File: src/verilog/ubi_pkg.sv
`default_nettype none
package ubi_pkg;
	// ----------------------------------------
	// register map (byte addresses)
	// ----------------------------------------
	localparam logic [7:0] UBI_OFF_BAUD = 8'h24;
	localparam logic [7:0] UBI_OFF_IRCTL = 8'h28;
	localparam logic [7:0] UBI_OFF_FUNC = 8'h30;
	localparam logic [31:0] UBI_BAUD_RST = 32'h0f000000;
	localparam logic [31:0] UBI_IRCTL_RST = 32'h00000040;
	localparam logic [31:0] UBI_FUNC_RST = 32'h00000000;
	// ----------------------------------------
	// fields
	// ----------------------------------------
	localparam int UBI_DIVISOR_LSB = 0;
	localparam int UBI_DIVISOR_W = 16;
	localparam int UBI_DIVX_LSB = 24;
	localparam int UBI_DIVX_W = 4;
	localparam int UBI_DIVX_ONE_BIT = 28;
	localparam int UBI_DIVX_EN_BIT = 29;
	localparam logic [31:0] UBI_BAUD_MASK = 32'h3f00ffff;
	localparam int UBI_RX_INVERT_BIT = 6;
	localparam int UBI_TX_INVERT_BIT = 5;
	localparam int UBI_TX_SEL_BIT = 1;
	localparam logic [31:0] UBI_IRCTL_MASK = 32'h00000062;
	localparam logic [31:0] UBI_FUNC_MASK = 32'h00000003;
	localparam logic [1:0] UBI_FUNC_IRDA = 2'h2;
	localparam logic [4:0] UBI_M_FIXED = 5'h10;
	localparam logic [31:0] UBI_UNMAPPED = 32'h00000000;
endpackage
`default_nettype wire

File: src/verilog/ubi_sync.sv
`default_nettype none
module ubi_sync
	import ubi_pkg::*;
(
	// clock and reset
	input wire logic mclk_in,
	input wire logic reset_n_in,
	// level
	input wire logic d_in,
	output logic q_out
);
	typedef struct packed {
		logic s1;
		logic s2;
	} ubi_sync_t;
	ubi_sync_t st_q, st_d;
	always_comb begin
		st_d.s1 = d_in;
		st_d.s2 = st_q.s1;
	end
	always_ff @(posedge mclk_in or negedge reset_n_in) begin
		if (!reset_n_in) begin
			st_q <= '0;
		end else begin
			st_q <= st_d;
		end
	end
	assign q_out = st_q.s2;
endmodule
`default_nettype wire

File: src/verilog/ubi_divider.sv
`default_nettype none
module ubi_divider
	import ubi_pkg::*;
(
	// clock and reset
	input wire logic mclk_in,
	input wire logic reset_n_in,
	// settings
	input wire logic [15:0] divisor_in,
	input wire logic [4:0] m_in,
	// ticks
	output logic tick_out,
	output logic bit_out
);
	typedef struct packed {
		logic [4:0] pre;
		logic [16:0] div;
		logic [16:0] div_lim;
		logic [4:0] m_lim;
		logic tick;
		logic bitp;
	} ubi_div_t;
	ubi_div_t st_q, st_d;
	always_comb begin
		st_d = st_q;
		st_d.tick = 1'b0;
		st_d.bitp = 1'b0;
		// oversample ticks: one per (divisor+2) clocks; m ticks per bit
		if (st_q.div >= st_q.div_lim) begin
			st_d.div = '0;
			st_d.tick = 1'b1;
			if (st_q.pre >= st_q.m_lim) begin
				st_d.pre = '0;
				st_d.bitp = 1'b1;
				// new settings land only at a bit boundary
				st_d.div_lim = 17'(divisor_in) + 17'h00001;
				st_d.m_lim = m_in - 5'h01;
			end else begin
				st_d.pre = st_q.pre + 5'h01;
			end
		end else begin
			st_d.div = st_q.div + 17'h00001;
		end
	end
	always_ff @(posedge mclk_in or negedge reset_n_in) begin
		if (!reset_n_in) begin
			st_q <= '{pre: 5'h00, div: 17'h00000,
				div_lim: 17'(UBI_BAUD_RST[UBI_DIVISOR_LSB +: UBI_DIVISOR_W]) + 17'h00001,
				m_lim: UBI_M_FIXED - 5'h01,
				tick: 1'b0, bitp: 1'b0};
		end else begin
			st_q <= st_d;
		end
	end
	assign tick_out = st_q.tick;
	assign bit_out = st_q.bitp;
endmodule
`default_nettype wire

File: src/verilog/ubi_top.sv
// The implementer's own choice: the Avalon-MM interface to the registers.
`default_nettype none
// Notes on behaviour
// - bit rate is clock divided by m times (divisor plus two).
// - with scale enable clear, m is sixteen.
// - with scale enable set, m is one if unity select set, else factor field plus one.
// - the factor field matters only in mode 1.
// - the sixteen-bit divisor sits in the low half of the divisor register.
// - receive invert bit inverts the infrared input; resets to one.
// - transmit invert bit inverts the infrared output; resets to zero.
// - direction bit zero enables receive only, one enables transmit only.
// - infrared settings act only when function select holds binary ten.
module ubi_top
	import ubi_pkg::*;
(
	// clock and reset
	input wire logic mclk_in,
	input wire logic reset_n_in,
	// avalon-mm slave
	input wire logic [7:0] avs_address_in,
	input wire logic avs_read_in,
	input wire logic avs_write_in,
	input wire logic [31:0] avs_writedata_in,
	input wire logic [3:0] avs_byteenable_in,
	output logic [31:0] avs_readdata_out,
	output logic avs_waitrequest_out,
	// uart core side
	input wire logic core_txd_in,
	output logic core_rxd_out,
	output logic baud_tick_out,
	output logic bit_tick_out,
	output logic [1:0] baud_mode_out,
	output logic [1:0] function_select_out,
	// infrared transceiver
	input wire logic ir_rxd_in,
	output logic ir_txd_out
);
	typedef enum logic [1:0] {
		UBI_IDLE = 2'b00,
		UBI_ACK = 2'b01
	} ubi_bus_t;

	typedef enum logic [1:0] {
		UBI_MODE0 = 2'b00,
		UBI_MODE1 = 2'b01,
		UBI_MODE2 = 2'b11
	} ubi_mode_t;

	typedef struct packed {
		ubi_bus_t bus;
		logic [31:0] baud_divisor;
		logic [31:0] infrared_control;
		logic [31:0] function_select;
		logic [31:0] rdata;
		logic rxd;
		logic txd;
	} ubi_state_t;

	ubi_state_t st_q, st_d;
	logic ir_rxd_sync;
	logic [4:0] m_sel;
	ubi_mode_t mode;
	logic ir_active;

	function automatic logic [31:0] ubi_merge(input logic [31:0] old, input logic [31:0] wd,
		input logic [3:0] be, input logic [31:0] mask);
		logic [31:0] r;
		r = old;
		for (int i = 0; i < 4; i++) begin
			if (be[i]) begin
				r[8*i +: 8] = wd[8*i +: 8];
			end
		end
		return r & mask;
	endfunction

	// ----------------------------------------
	// input synchroniser
	// ----------------------------------------
	ubi_sync u_sync (
		.mclk_in(mclk_in),
		.reset_n_in(reset_n_in),
		.d_in(ir_rxd_in),
		.q_out(ir_rxd_sync)
	);

	// ----------------------------------------
	// mode and factor decode
	// ----------------------------------------
	always_comb begin
		if (!st_q.baud_divisor[UBI_DIVX_EN_BIT]) begin
			mode = UBI_MODE0;
		end else if (!st_q.baud_divisor[UBI_DIVX_ONE_BIT]) begin
			mode = UBI_MODE1;
		end else begin
			mode = UBI_MODE2;
		end
		unique case (mode)
			UBI_MODE0: m_sel = UBI_M_FIXED;
			UBI_MODE1: m_sel = 5'(st_q.baud_divisor[UBI_DIVX_LSB +: UBI_DIVX_W]) + 5'h01;
			UBI_MODE2: m_sel = 5'h01;
			default: m_sel = UBI_M_FIXED;
		endcase
	end

	// ----------------------------------------
	// baud generator
	// ----------------------------------------
	ubi_divider u_div (
		.mclk_in(mclk_in),
		.reset_n_in(reset_n_in),
		.divisor_in(st_q.baud_divisor[UBI_DIVISOR_LSB +: UBI_DIVISOR_W]),
		.m_in(m_sel),
		.tick_out(baud_tick_out),
		.bit_out(bit_tick_out)
	);

	// ----------------------------------------
	// registers and line path
	// ----------------------------------------
	assign ir_active = (st_q.function_select[1:0] == UBI_FUNC_IRDA);

	always_comb begin
		st_d = st_q;
		unique case (st_q.bus)
			UBI_IDLE: begin
				if (avs_write_in) begin
					st_d.bus = UBI_ACK;
					unique case (avs_address_in)
						UBI_OFF_BAUD: st_d.baud_divisor = ubi_merge(st_q.baud_divisor,
							avs_writedata_in, avs_byteenable_in, UBI_BAUD_MASK);
						UBI_OFF_IRCTL: st_d.infrared_control = ubi_merge(st_q.infrared_control,
							avs_writedata_in, avs_byteenable_in, UBI_IRCTL_MASK);
						UBI_OFF_FUNC: st_d.function_select = ubi_merge(st_q.function_select,
							avs_writedata_in, avs_byteenable_in, UBI_FUNC_MASK);
						default: st_d.bus = UBI_ACK;
					endcase
				end else if (avs_read_in) begin
					st_d.bus = UBI_ACK;
					unique case (avs_address_in)
						UBI_OFF_BAUD: st_d.rdata = st_q.baud_divisor;
						UBI_OFF_IRCTL: st_d.rdata = st_q.infrared_control;
						UBI_OFF_FUNC: st_d.rdata = st_q.function_select;
						default: st_d.rdata = UBI_UNMAPPED;
					endcase
				end
			end
			UBI_ACK: st_d.bus = UBI_IDLE;
			default: st_d.bus = UBI_IDLE;
		endcase
		// half duplex: idle line level while the unused direction is off
		if (ir_active) begin
			st_d.rxd = st_q.infrared_control[UBI_TX_SEL_BIT] ? 1'b1 :
				(ir_rxd_sync ^ st_q.infrared_control[UBI_RX_INVERT_BIT]);
			st_d.txd = st_q.infrared_control[UBI_TX_SEL_BIT] ?
				(core_txd_in ^ st_q.infrared_control[UBI_TX_INVERT_BIT]) :
				st_q.infrared_control[UBI_TX_INVERT_BIT];
		end else begin
			st_d.rxd = ir_rxd_sync;
			st_d.txd = core_txd_in;
		end
	end

	always_ff @(posedge mclk_in or negedge reset_n_in) begin
		if (!reset_n_in) begin
			st_q <= '{bus: UBI_IDLE, baud_divisor: UBI_BAUD_RST, infrared_control: UBI_IRCTL_RST,
				function_select: UBI_FUNC_RST, rdata: 32'h00000000, rxd: 1'b1, txd: 1'b1};
		end else begin
			st_q <= st_d;
		end
	end

	// ----------------------------------------
	// outputs
	// ----------------------------------------
	// waitrequest drops in the ack cycle, so each access takes two edges
	assign avs_waitrequest_out = (st_q.bus != UBI_ACK);
	assign avs_readdata_out = st_q.rdata;
	assign core_rxd_out = st_q.rxd;
	assign ir_txd_out = st_q.txd;
	assign baud_mode_out = mode;
	assign function_select_out = st_q.function_select[1:0];
endmodule
`default_nettype wire

File: config.mk
export PLATFORM = sky130hd
export DESIGN_NAME = ubi_top
export DESIGN_NICKNAME = d
export VERILOG_FILES = /design/src/verilog/ubi_pkg.sv /design/src/verilog/ubi_sync.sv /design/src/verilog/ubi_divider.sv /design/src/verilog/ubi_top.sv
export SDC_FILE = /design/constraint.sdc
export NUM_CORES = 1
export LEC_CHECK = 0
export BUFFER_PORTS_ARGS = -buffer_cell sky130_fd_sc_hd__clkbuf_2
export CORE_MARGIN = 3
export CORE_UTILIZATION = 35
export DETAILED_ROUTE_END_ITERATION = 16
export GPL_ROUTABILITY_DRIVEN = 0
export PLACE_DENSITY_LB_ADDON = 0.15
export SYNTH_ARGS = -nofsm -noshare
export SYNTH_HDL_FRONTEND = slang
export SYNTH_SLANG_ARGS = --single-unit
File: constraint.sdc
create_clock -name mclk_in -period 2.14 [get_ports mclk_in]
set_input_delay 0.107 -clock mclk_in [delete_from_list [all_inputs] [get_ports mclk_in]]
set_output_delay 0.107 -clock mclk_in [all_outputs]
set_load 0.02 [all_outputs]
==> reports/qor.yml, run 1 <==
status:
  status: "complete, no violations"
power_and_ir_drop:
  p_sw_share_pct: 30.0
  p_clk_share_pct: 33.7
  comb_power_share_pct: 20.9
  seqPwrFrac_pct: 45.4
  peakVddDrop_uv: 460
  power.switching_mw: 1.40
  leakagePower_nw: 3.34
  cellPowerDensity_nw_per_um2: 724
  p_int_mw: 3.26
clocking:
  clock_sinks: 100
  cts_buffers: 9
  cts-root-buf: "clkbuf_16"
  tritoncts: "built"
  path_clk_slew_ns: 0.07
  clock_latency_ns: 0.36
  cts_buffer_depth: 2
  cts_max_level: 3
yosys:
  synth_compound_area_share_pct: 4.78
  ys_seq_area_share_pct: 48.1
  synth_fa_ha_area_share_pct: 6.46
  synthCells: 506
  yosys.area_share.simple_pct: 16.0
  synth-main-ff-cell: "dfrtp_1"
  synth_top_cells_by_area: "dfrtp_1 (42%), mux2_2 (6.7%), ha_1 (6.5%), dfstp_2 (6.0%), buf_4 (5.2%)"
  synthTopCellsByCount: "dfrtp_1 (88), nand2_1 (55), nand3_1 (37), nor2_1 (37), buf_4 (36)"
  synth-xor-area-share_pct: 5.36
  synthMuxAreaShare_pct: 10.5
  avgSynthCellArea_sq_um: 10.3
  ys_ff_latch: 100
  yosysTopAreaCellShare_pct: 42.1
  netlist_area_sq_um: 5230
  yosysMostFrequentCell: "dfrtp_1"
  synth_area_leader_cell: "dfrtp_1"
  synth-async-reset-ratio_pct: 100
  synth_top_family_by_area: "simple AND/OR/NAND/NOR gates"
  synth_edf_count: 0
  ys_types: 45
  ys_warn_count: 0
timing:
  finalCriticalPeriod_ns: 2.03
  fin_crit_sh_pct: 95.0
  tightest_slew_ns: 0.671
  max_clock_freq_ghz: 0.492
  maxSlewHeadroom_pct: 55.3
  maxSlewViolCount: 0
  rsz0062_at_grt: "yes"
  setup_violations: 0
  postLayoutSetupSlackWorst_ns: 0.107
  fin_tns_setup_ns: 0
  hold_viol: 0
  whs_ns: 0.0104
  clock_skew_ns: 0.0119
global_routing:
  antenna_found_initial: 0
  grt_max_degree: 51
  grt_usage_pct: 14.4
  grt_pass1_wl_um: 18500
  grt_pass1_vias: 3703
  grt_overflow: 0
floorplan:
  die-area_sq_um: 16400
  io_pins: 91
  die-width_um: 128
  die_y_um: 128
  rows: 44
  core_area_sq_um: 14600
  start_util_pct: 35.9
finish:
  drive_above_1_share_pct: 29.5
  finalInstanceArea_sq_um: 6440
  final_cell_count_no_fill: 794
  fillers: 1386
  diodes: 0
  nNetsFinal: 682
  areaGrowthSynthToFinish_pct: 23.0
setup_path:
  required_ns: 2.38
  start_kind: "register"
  crit_type: "reg2reg"
  slowest_stage: "dfrtp_1"
  cp_slowest_stage_delay_ns: 0.40
  arrival_ns: 2.27
  cp-end-kind: "register"
  worst-path-max-fanout: 6
  crit_path_cell_trace: "ha_1 > nand4_1 > nor4_2 > o31ai_2 > o211ai_2 > nand2_4 > mux2_2"
drt:
  vias: 3751
  drtIter0Drc: 153
  antenna_left: 0
  vias_per_cell: 4.72
  drc: 0
  wirelength_um: 11400
  wl_per_cell_um: 14.3
  first_pass_iters: 4
place:
  dp.cells: 749
  placed_area_sq_um: 5750
  io_buffers: 69
  dp_hpwl_um: 8170
  dp_slack_ns: 0.0702
run:
  drv_cap: 0
worst_hold_path:
  worstHoldPathType: "in2reg"
cell type report:
| cell class | count | area, sq um | area share (%) |
|---|---|---|---|
| tap | 184 | 230 | 3.58 |
| sequential | 100 | 2520 | 39.1 |
| inverter | 33 | 124 | 1.92 |
| timing repair buffer | 126 | 870 | 13.5 |
| clock inverter | 7 | 58.8 | 0.914 |
| multi-input combinational | 335 | 2410 | 37.5 |
| clock buffer | 9 | 225 | 3.50 |
power by group through the flow:
stage               logic, mW  clock network [mW]  registers [mW]
floorplan               0.565                   0            2.15
global placement        0.830                   0            2.15
detailed placement      0.855                   0            2.15
CTS                     0.890                1.64            2.12
global route             1.09                1.73            2.13
finish                  0.974                1.57            2.11
final timing paths:
kind                                     startpoint             to  slack (ns)  depth (start not counted)
worst min-delay path            avs_writedata_in[5]       st_q[71]        0.01                          2
worst max register to register       u_div.st_q[25]  u_div.st_q[8]        0.11                          7
max in group asynchronous                reset_n_in  u_div.st_q[4]        1.12                          3
worst min register to register       u_sync.st_d[0]   u_sync.q_out        0.35                          0
worst max-delay path                 u_div.st_q[25]  u_div.st_q[8]        0.11                          7
min in group asynchronous                reset_n_in      st_q[126]        0.32                          2
registers in the layout, indices dropped and copies added (netlist names), 2 cells and up:
name                 cells
u_div.st_q              44
st_q                    26
avs_readdata_out        22
function_select_out      2
worst max-delay path: cells and delay by family, from the launching register on:
kind	cells	cell delay (ns)
AO/OA/AOI/OAI	2	0.43
adder cells (fa/ha/maj)	1	0.31
flip-flops	1	0.40
multiplexers	1	0.34
AND/OR/NAND/NOR	3	0.44
cell usage in the layout (no fill, tap or decap), types with 20 or more instances in the layout:
master,n
dfrtp_1,88
clkbuf_2,68
nand2_1,55
nor2_1,37
nand3_1,37
inv_1,31
mux2_2,30
buf_4,30
dlygate4sd3_1,23
ha_1,21
mux2i_1,20
cells by family (layout without fill, tap and decap cells):
group                      count (synthesis)  after routing
DFF                                      100            100
muxes                                     51             51
buffers and inverters                     80            175
AOI/OAI and AO/OA                         39             39
other                                      1             10
and+or+nand+nor                          176            176
adders and majority gates                 27             27
xor gates and xnor gates                  32             32
repair_timing:
item | 4_1_cts | 5_1_grt
gates resized for setup | 0 | 21
endpoints found under the hold margin | 63 | 0
setup endpoints to repair | 0 | 28
setup buffers | 0 | 6
hold buffers | 23 | 0
through the flow:
step	power, mW	utilization [%]
floorplan	2.72	-
global placement	2.98	39.4
detailed placement	3.00	39.4
CTS	4.65	42.9
global route	4.95	44.1
finish	4.66	44.1
metal layers:
layer	wire length [um]	track usage (%)	part of all wire, %	vias up
li1	-	-	-	1868
met1	5200	18.4	46	1805
met2	5490	23.4	48	67
met3	540	4.67	4.8	11
met4	121	3.75	1.1	0
met5	0	0	0	-
No activity file was read; power rests on OpenSTA's default activity.
==> inputs of run 2 (changes only) <==
Settings changed: CORE_MARGIN 3 to unset, SLEW_MARGIN set to 20.
==> run 2 against run 1 <==
Effect of this change: largest cell class unchanged; sequential power hardly changed; clock skew down 0.0011 ns; wire length shrank 2.4%; the flow now finishes with violations (negative setup slack); critical endpoint is now u_div.st_q[11]; register-to-register slack got worse by 0.11 ns.
==> reports/qor.yml, run 2 (synthesized netlist as in run 1, its figures left out) <==
finish:
  final_cell_mix: "dfrtp_1 (88), clkbuf_2 (68), nand2_1 (55)"
  final_cell_count_no_fill: 788
  drive_above_1_share_pct: 29.0
  largest_reg_flops: 44
  regMostFlops: "u_div.st_q"
  fillers: 1434
  diodes: 0
  areaGrowthSynthToFinish_pct: 21.8
  layout_commonest_cell: "dfrtp_1"
  nNetsFinal: 676
  finalInstanceArea_sq_um: 6370
setup_path:
  cp_num_buf_inv: 1
  required_ns: 2.37
  worst-path-max-fanout: 6
  crit_cells: 8
  r2r_end: "u_div.st_q[11]"
  reg2reg_from: "u_div.st_q[32]"
  arrival_ns: 2.37
  critPathCapture: "u_div.st_q[11]"
  crit_path_start: "u_div.st_q[32]"
  crit_family: "simple AND/OR/NAND/NOR gates"
  slowest_stage: "dfrtp_1"
  start_kind: "register"
  reg2reg_slack_ns: -0.005
  crit_type: "reg2reg"
  crit_path_cell_trace: "ha_4 > nand4_1 > nor4_2 > o31ai_2 > o211ai_2 > nand2_4 > buf_8 > mux2i_2"
  r2r_cells: 8
  cp-end-kind: "register"
  cp_slowest_stage_delay_ns: 0.42
timing:
  maxSlewHeadroom_pct: 55.6
  fin_crit_sh_pct: 100
  postLayoutSetupSlackWorst_ns: -0.00541
  finalCriticalPeriod_ns: 2.15
  clock_skew_ns: 0.0108
  maxSlewViolCount: 0
  hold_viol: 0
  setup_violations: 1
  rsz0062_at_grt: "yes"
  fin_tns_setup_ns: -0.00541
  max_clock_freq_ghz: 0.466
  tightest_slew_ns: 0.666
clocking:
  tritoncts: "built"
  cts-root-buf: "clkbuf_16"
  cts_max_level: 3
  cts_buffers: 9
  clock_latency_ns: 0.36
  clock_sinks: 100
  cts_buffer_depth: 2
  path_clk_slew_ns: 0.08
drt:
  drtIter0Drc: 180
  wl_met3_um: 363
  first_pass_iters: 4
  antenna_left: 0
  wl_per_cell_um: 14.1
  route.met2.wl_um: 5340
  vias: 3716
  wirelength_um: 11100
  drc: 0
  drt-met1-wl_um: 5160
  top_layer: "met4"
  vias_per_cell: 4.72
floorplan:
  start_util_pct: 36.0
  rows: 44
  core_area_sq_um: 14500
  die-width_um: 124
  die_y_um: 124
  io_pins: 91
  die-area_sq_um: 15400
power_and_ir_drop:
  p_sw_share_pct: 30.1
  cellPowerDensity_nw_per_um2: 745
  comb_power_share_pct: 21.7
  p_int_mw: 3.32
  power.switching_mw: 1.43
  peakVddDrop_uv: 502
  p_clk_share_pct: 33.8
  seqPwrFrac_pct: 44.5
  leakagePower_nw: 3.31
place:
  io_buffers: 69
  dp_slack_ns: 0.0108
  placed_area_sq_um: 5730
  dp_hpwl_um: 8180
  dp.cells: 747
global_routing:
  grt_pass1_vias: 3798
  grt_usage_pct: 15.2
  grt_max_degree: 48
  antenna_found_initial: 0
  grt_pass1_wl_um: 18700
  grt_overflow: 0
status:
  status: "finished, violations left"
  violations: "negative setup slack"
worst_hold_path:
  whs_path_depth: 2
  worstHoldPathType: "in2reg"
run:
  drv_cap: 0
run 2: cell count changes in the layout (fill, tap and decap cells not counted), sizes merged:
cell         delta
buf             -3
clkinv          -2
clkinvlp        -1
dlygate4sd3     -3
inv             +3
run 2: metal layers:
layer	global-route usage [%]	vias to the layer above
met2	24.7	66
met3	3.48	16
met5	0	-
met4	6.52	0
met1	19.3	1778
li1	-	1856
run 2: area by class of cell:
type | count | area, sq um | share of cell area [%]
inverters | 33 | 124 | 1.94
clock buffers | 9 | 225 | 3.53
repair buffers | 120 | 828 | 13.0
clock inverters | 7 | 63.8 | 1.00
flip-flops and latches | 100 | 2520 | 39.5
multi-input cells | 335 | 2380 | 37.4
well taps | 184 | 230 | 3.61
run 2: timing repair:
action / CTS / global route
buffers inserted: 0 / 5
resized for setup: 0 / 21
setup endpoints to repair: 4 / 27
hold buffers: 20 / 0
pin swaps: 0 / 7
hold endpoints to repair: 64 / 0
run 2: how the worst min path moves through the flow:
stage,startpoint,endpoint,slack [ns]
after floorplan,reset_n_in,avs_readdata_out[0],-0.19
after global placement,reset_n_in,avs_readdata_out[26],0.16
after detailed placement,reset_n_in,avs_readdata_out[26],0.18
after CTS,avs_writedata_in[1],st_q[99],0.001
after global routing,avs_writedata_in[15],st_q[113],0.006
final,avs_writedata_in[1],st_q[99],0.01
run 2: through the flow:
stage	power [mW]	utilization [%]	hold WS (ns)
3_3_place_gp	2.98	39.4	0.161
3_5_place_dp	3.00	39.4	0.177
6_report	4.75	43.8	0.0118
2_1_floorplan	2.72	-	-0.189
4_1_cts	4.67	42.8	0.00147
5_1_grt	5.02	43.8	0.00581
run 2: worst register-to-register path: cells and delay by family (launching register included):
kind            cells  cell delay [ns]
compound gates      2             0.25
fa+ha+maj           1             0.30
buf+inv             1             0.19
flops               1             0.42
mux                 1             0.14
simple gates        3             0.71
run 2: power by group through the flow:
stage / combinational [mW] / sequential [mW] / clock, mW
floorplan: 0.565 / 2.15 / 0
global placement: 0.826 / 2.15 / 0
detailed placement: 0.854 / 2.15 / 0
CTS: 0.885 / 2.11 / 1.67
global route: 1.15 / 2.13 / 1.74
finish: 1.03 / 2.11 / 1.61
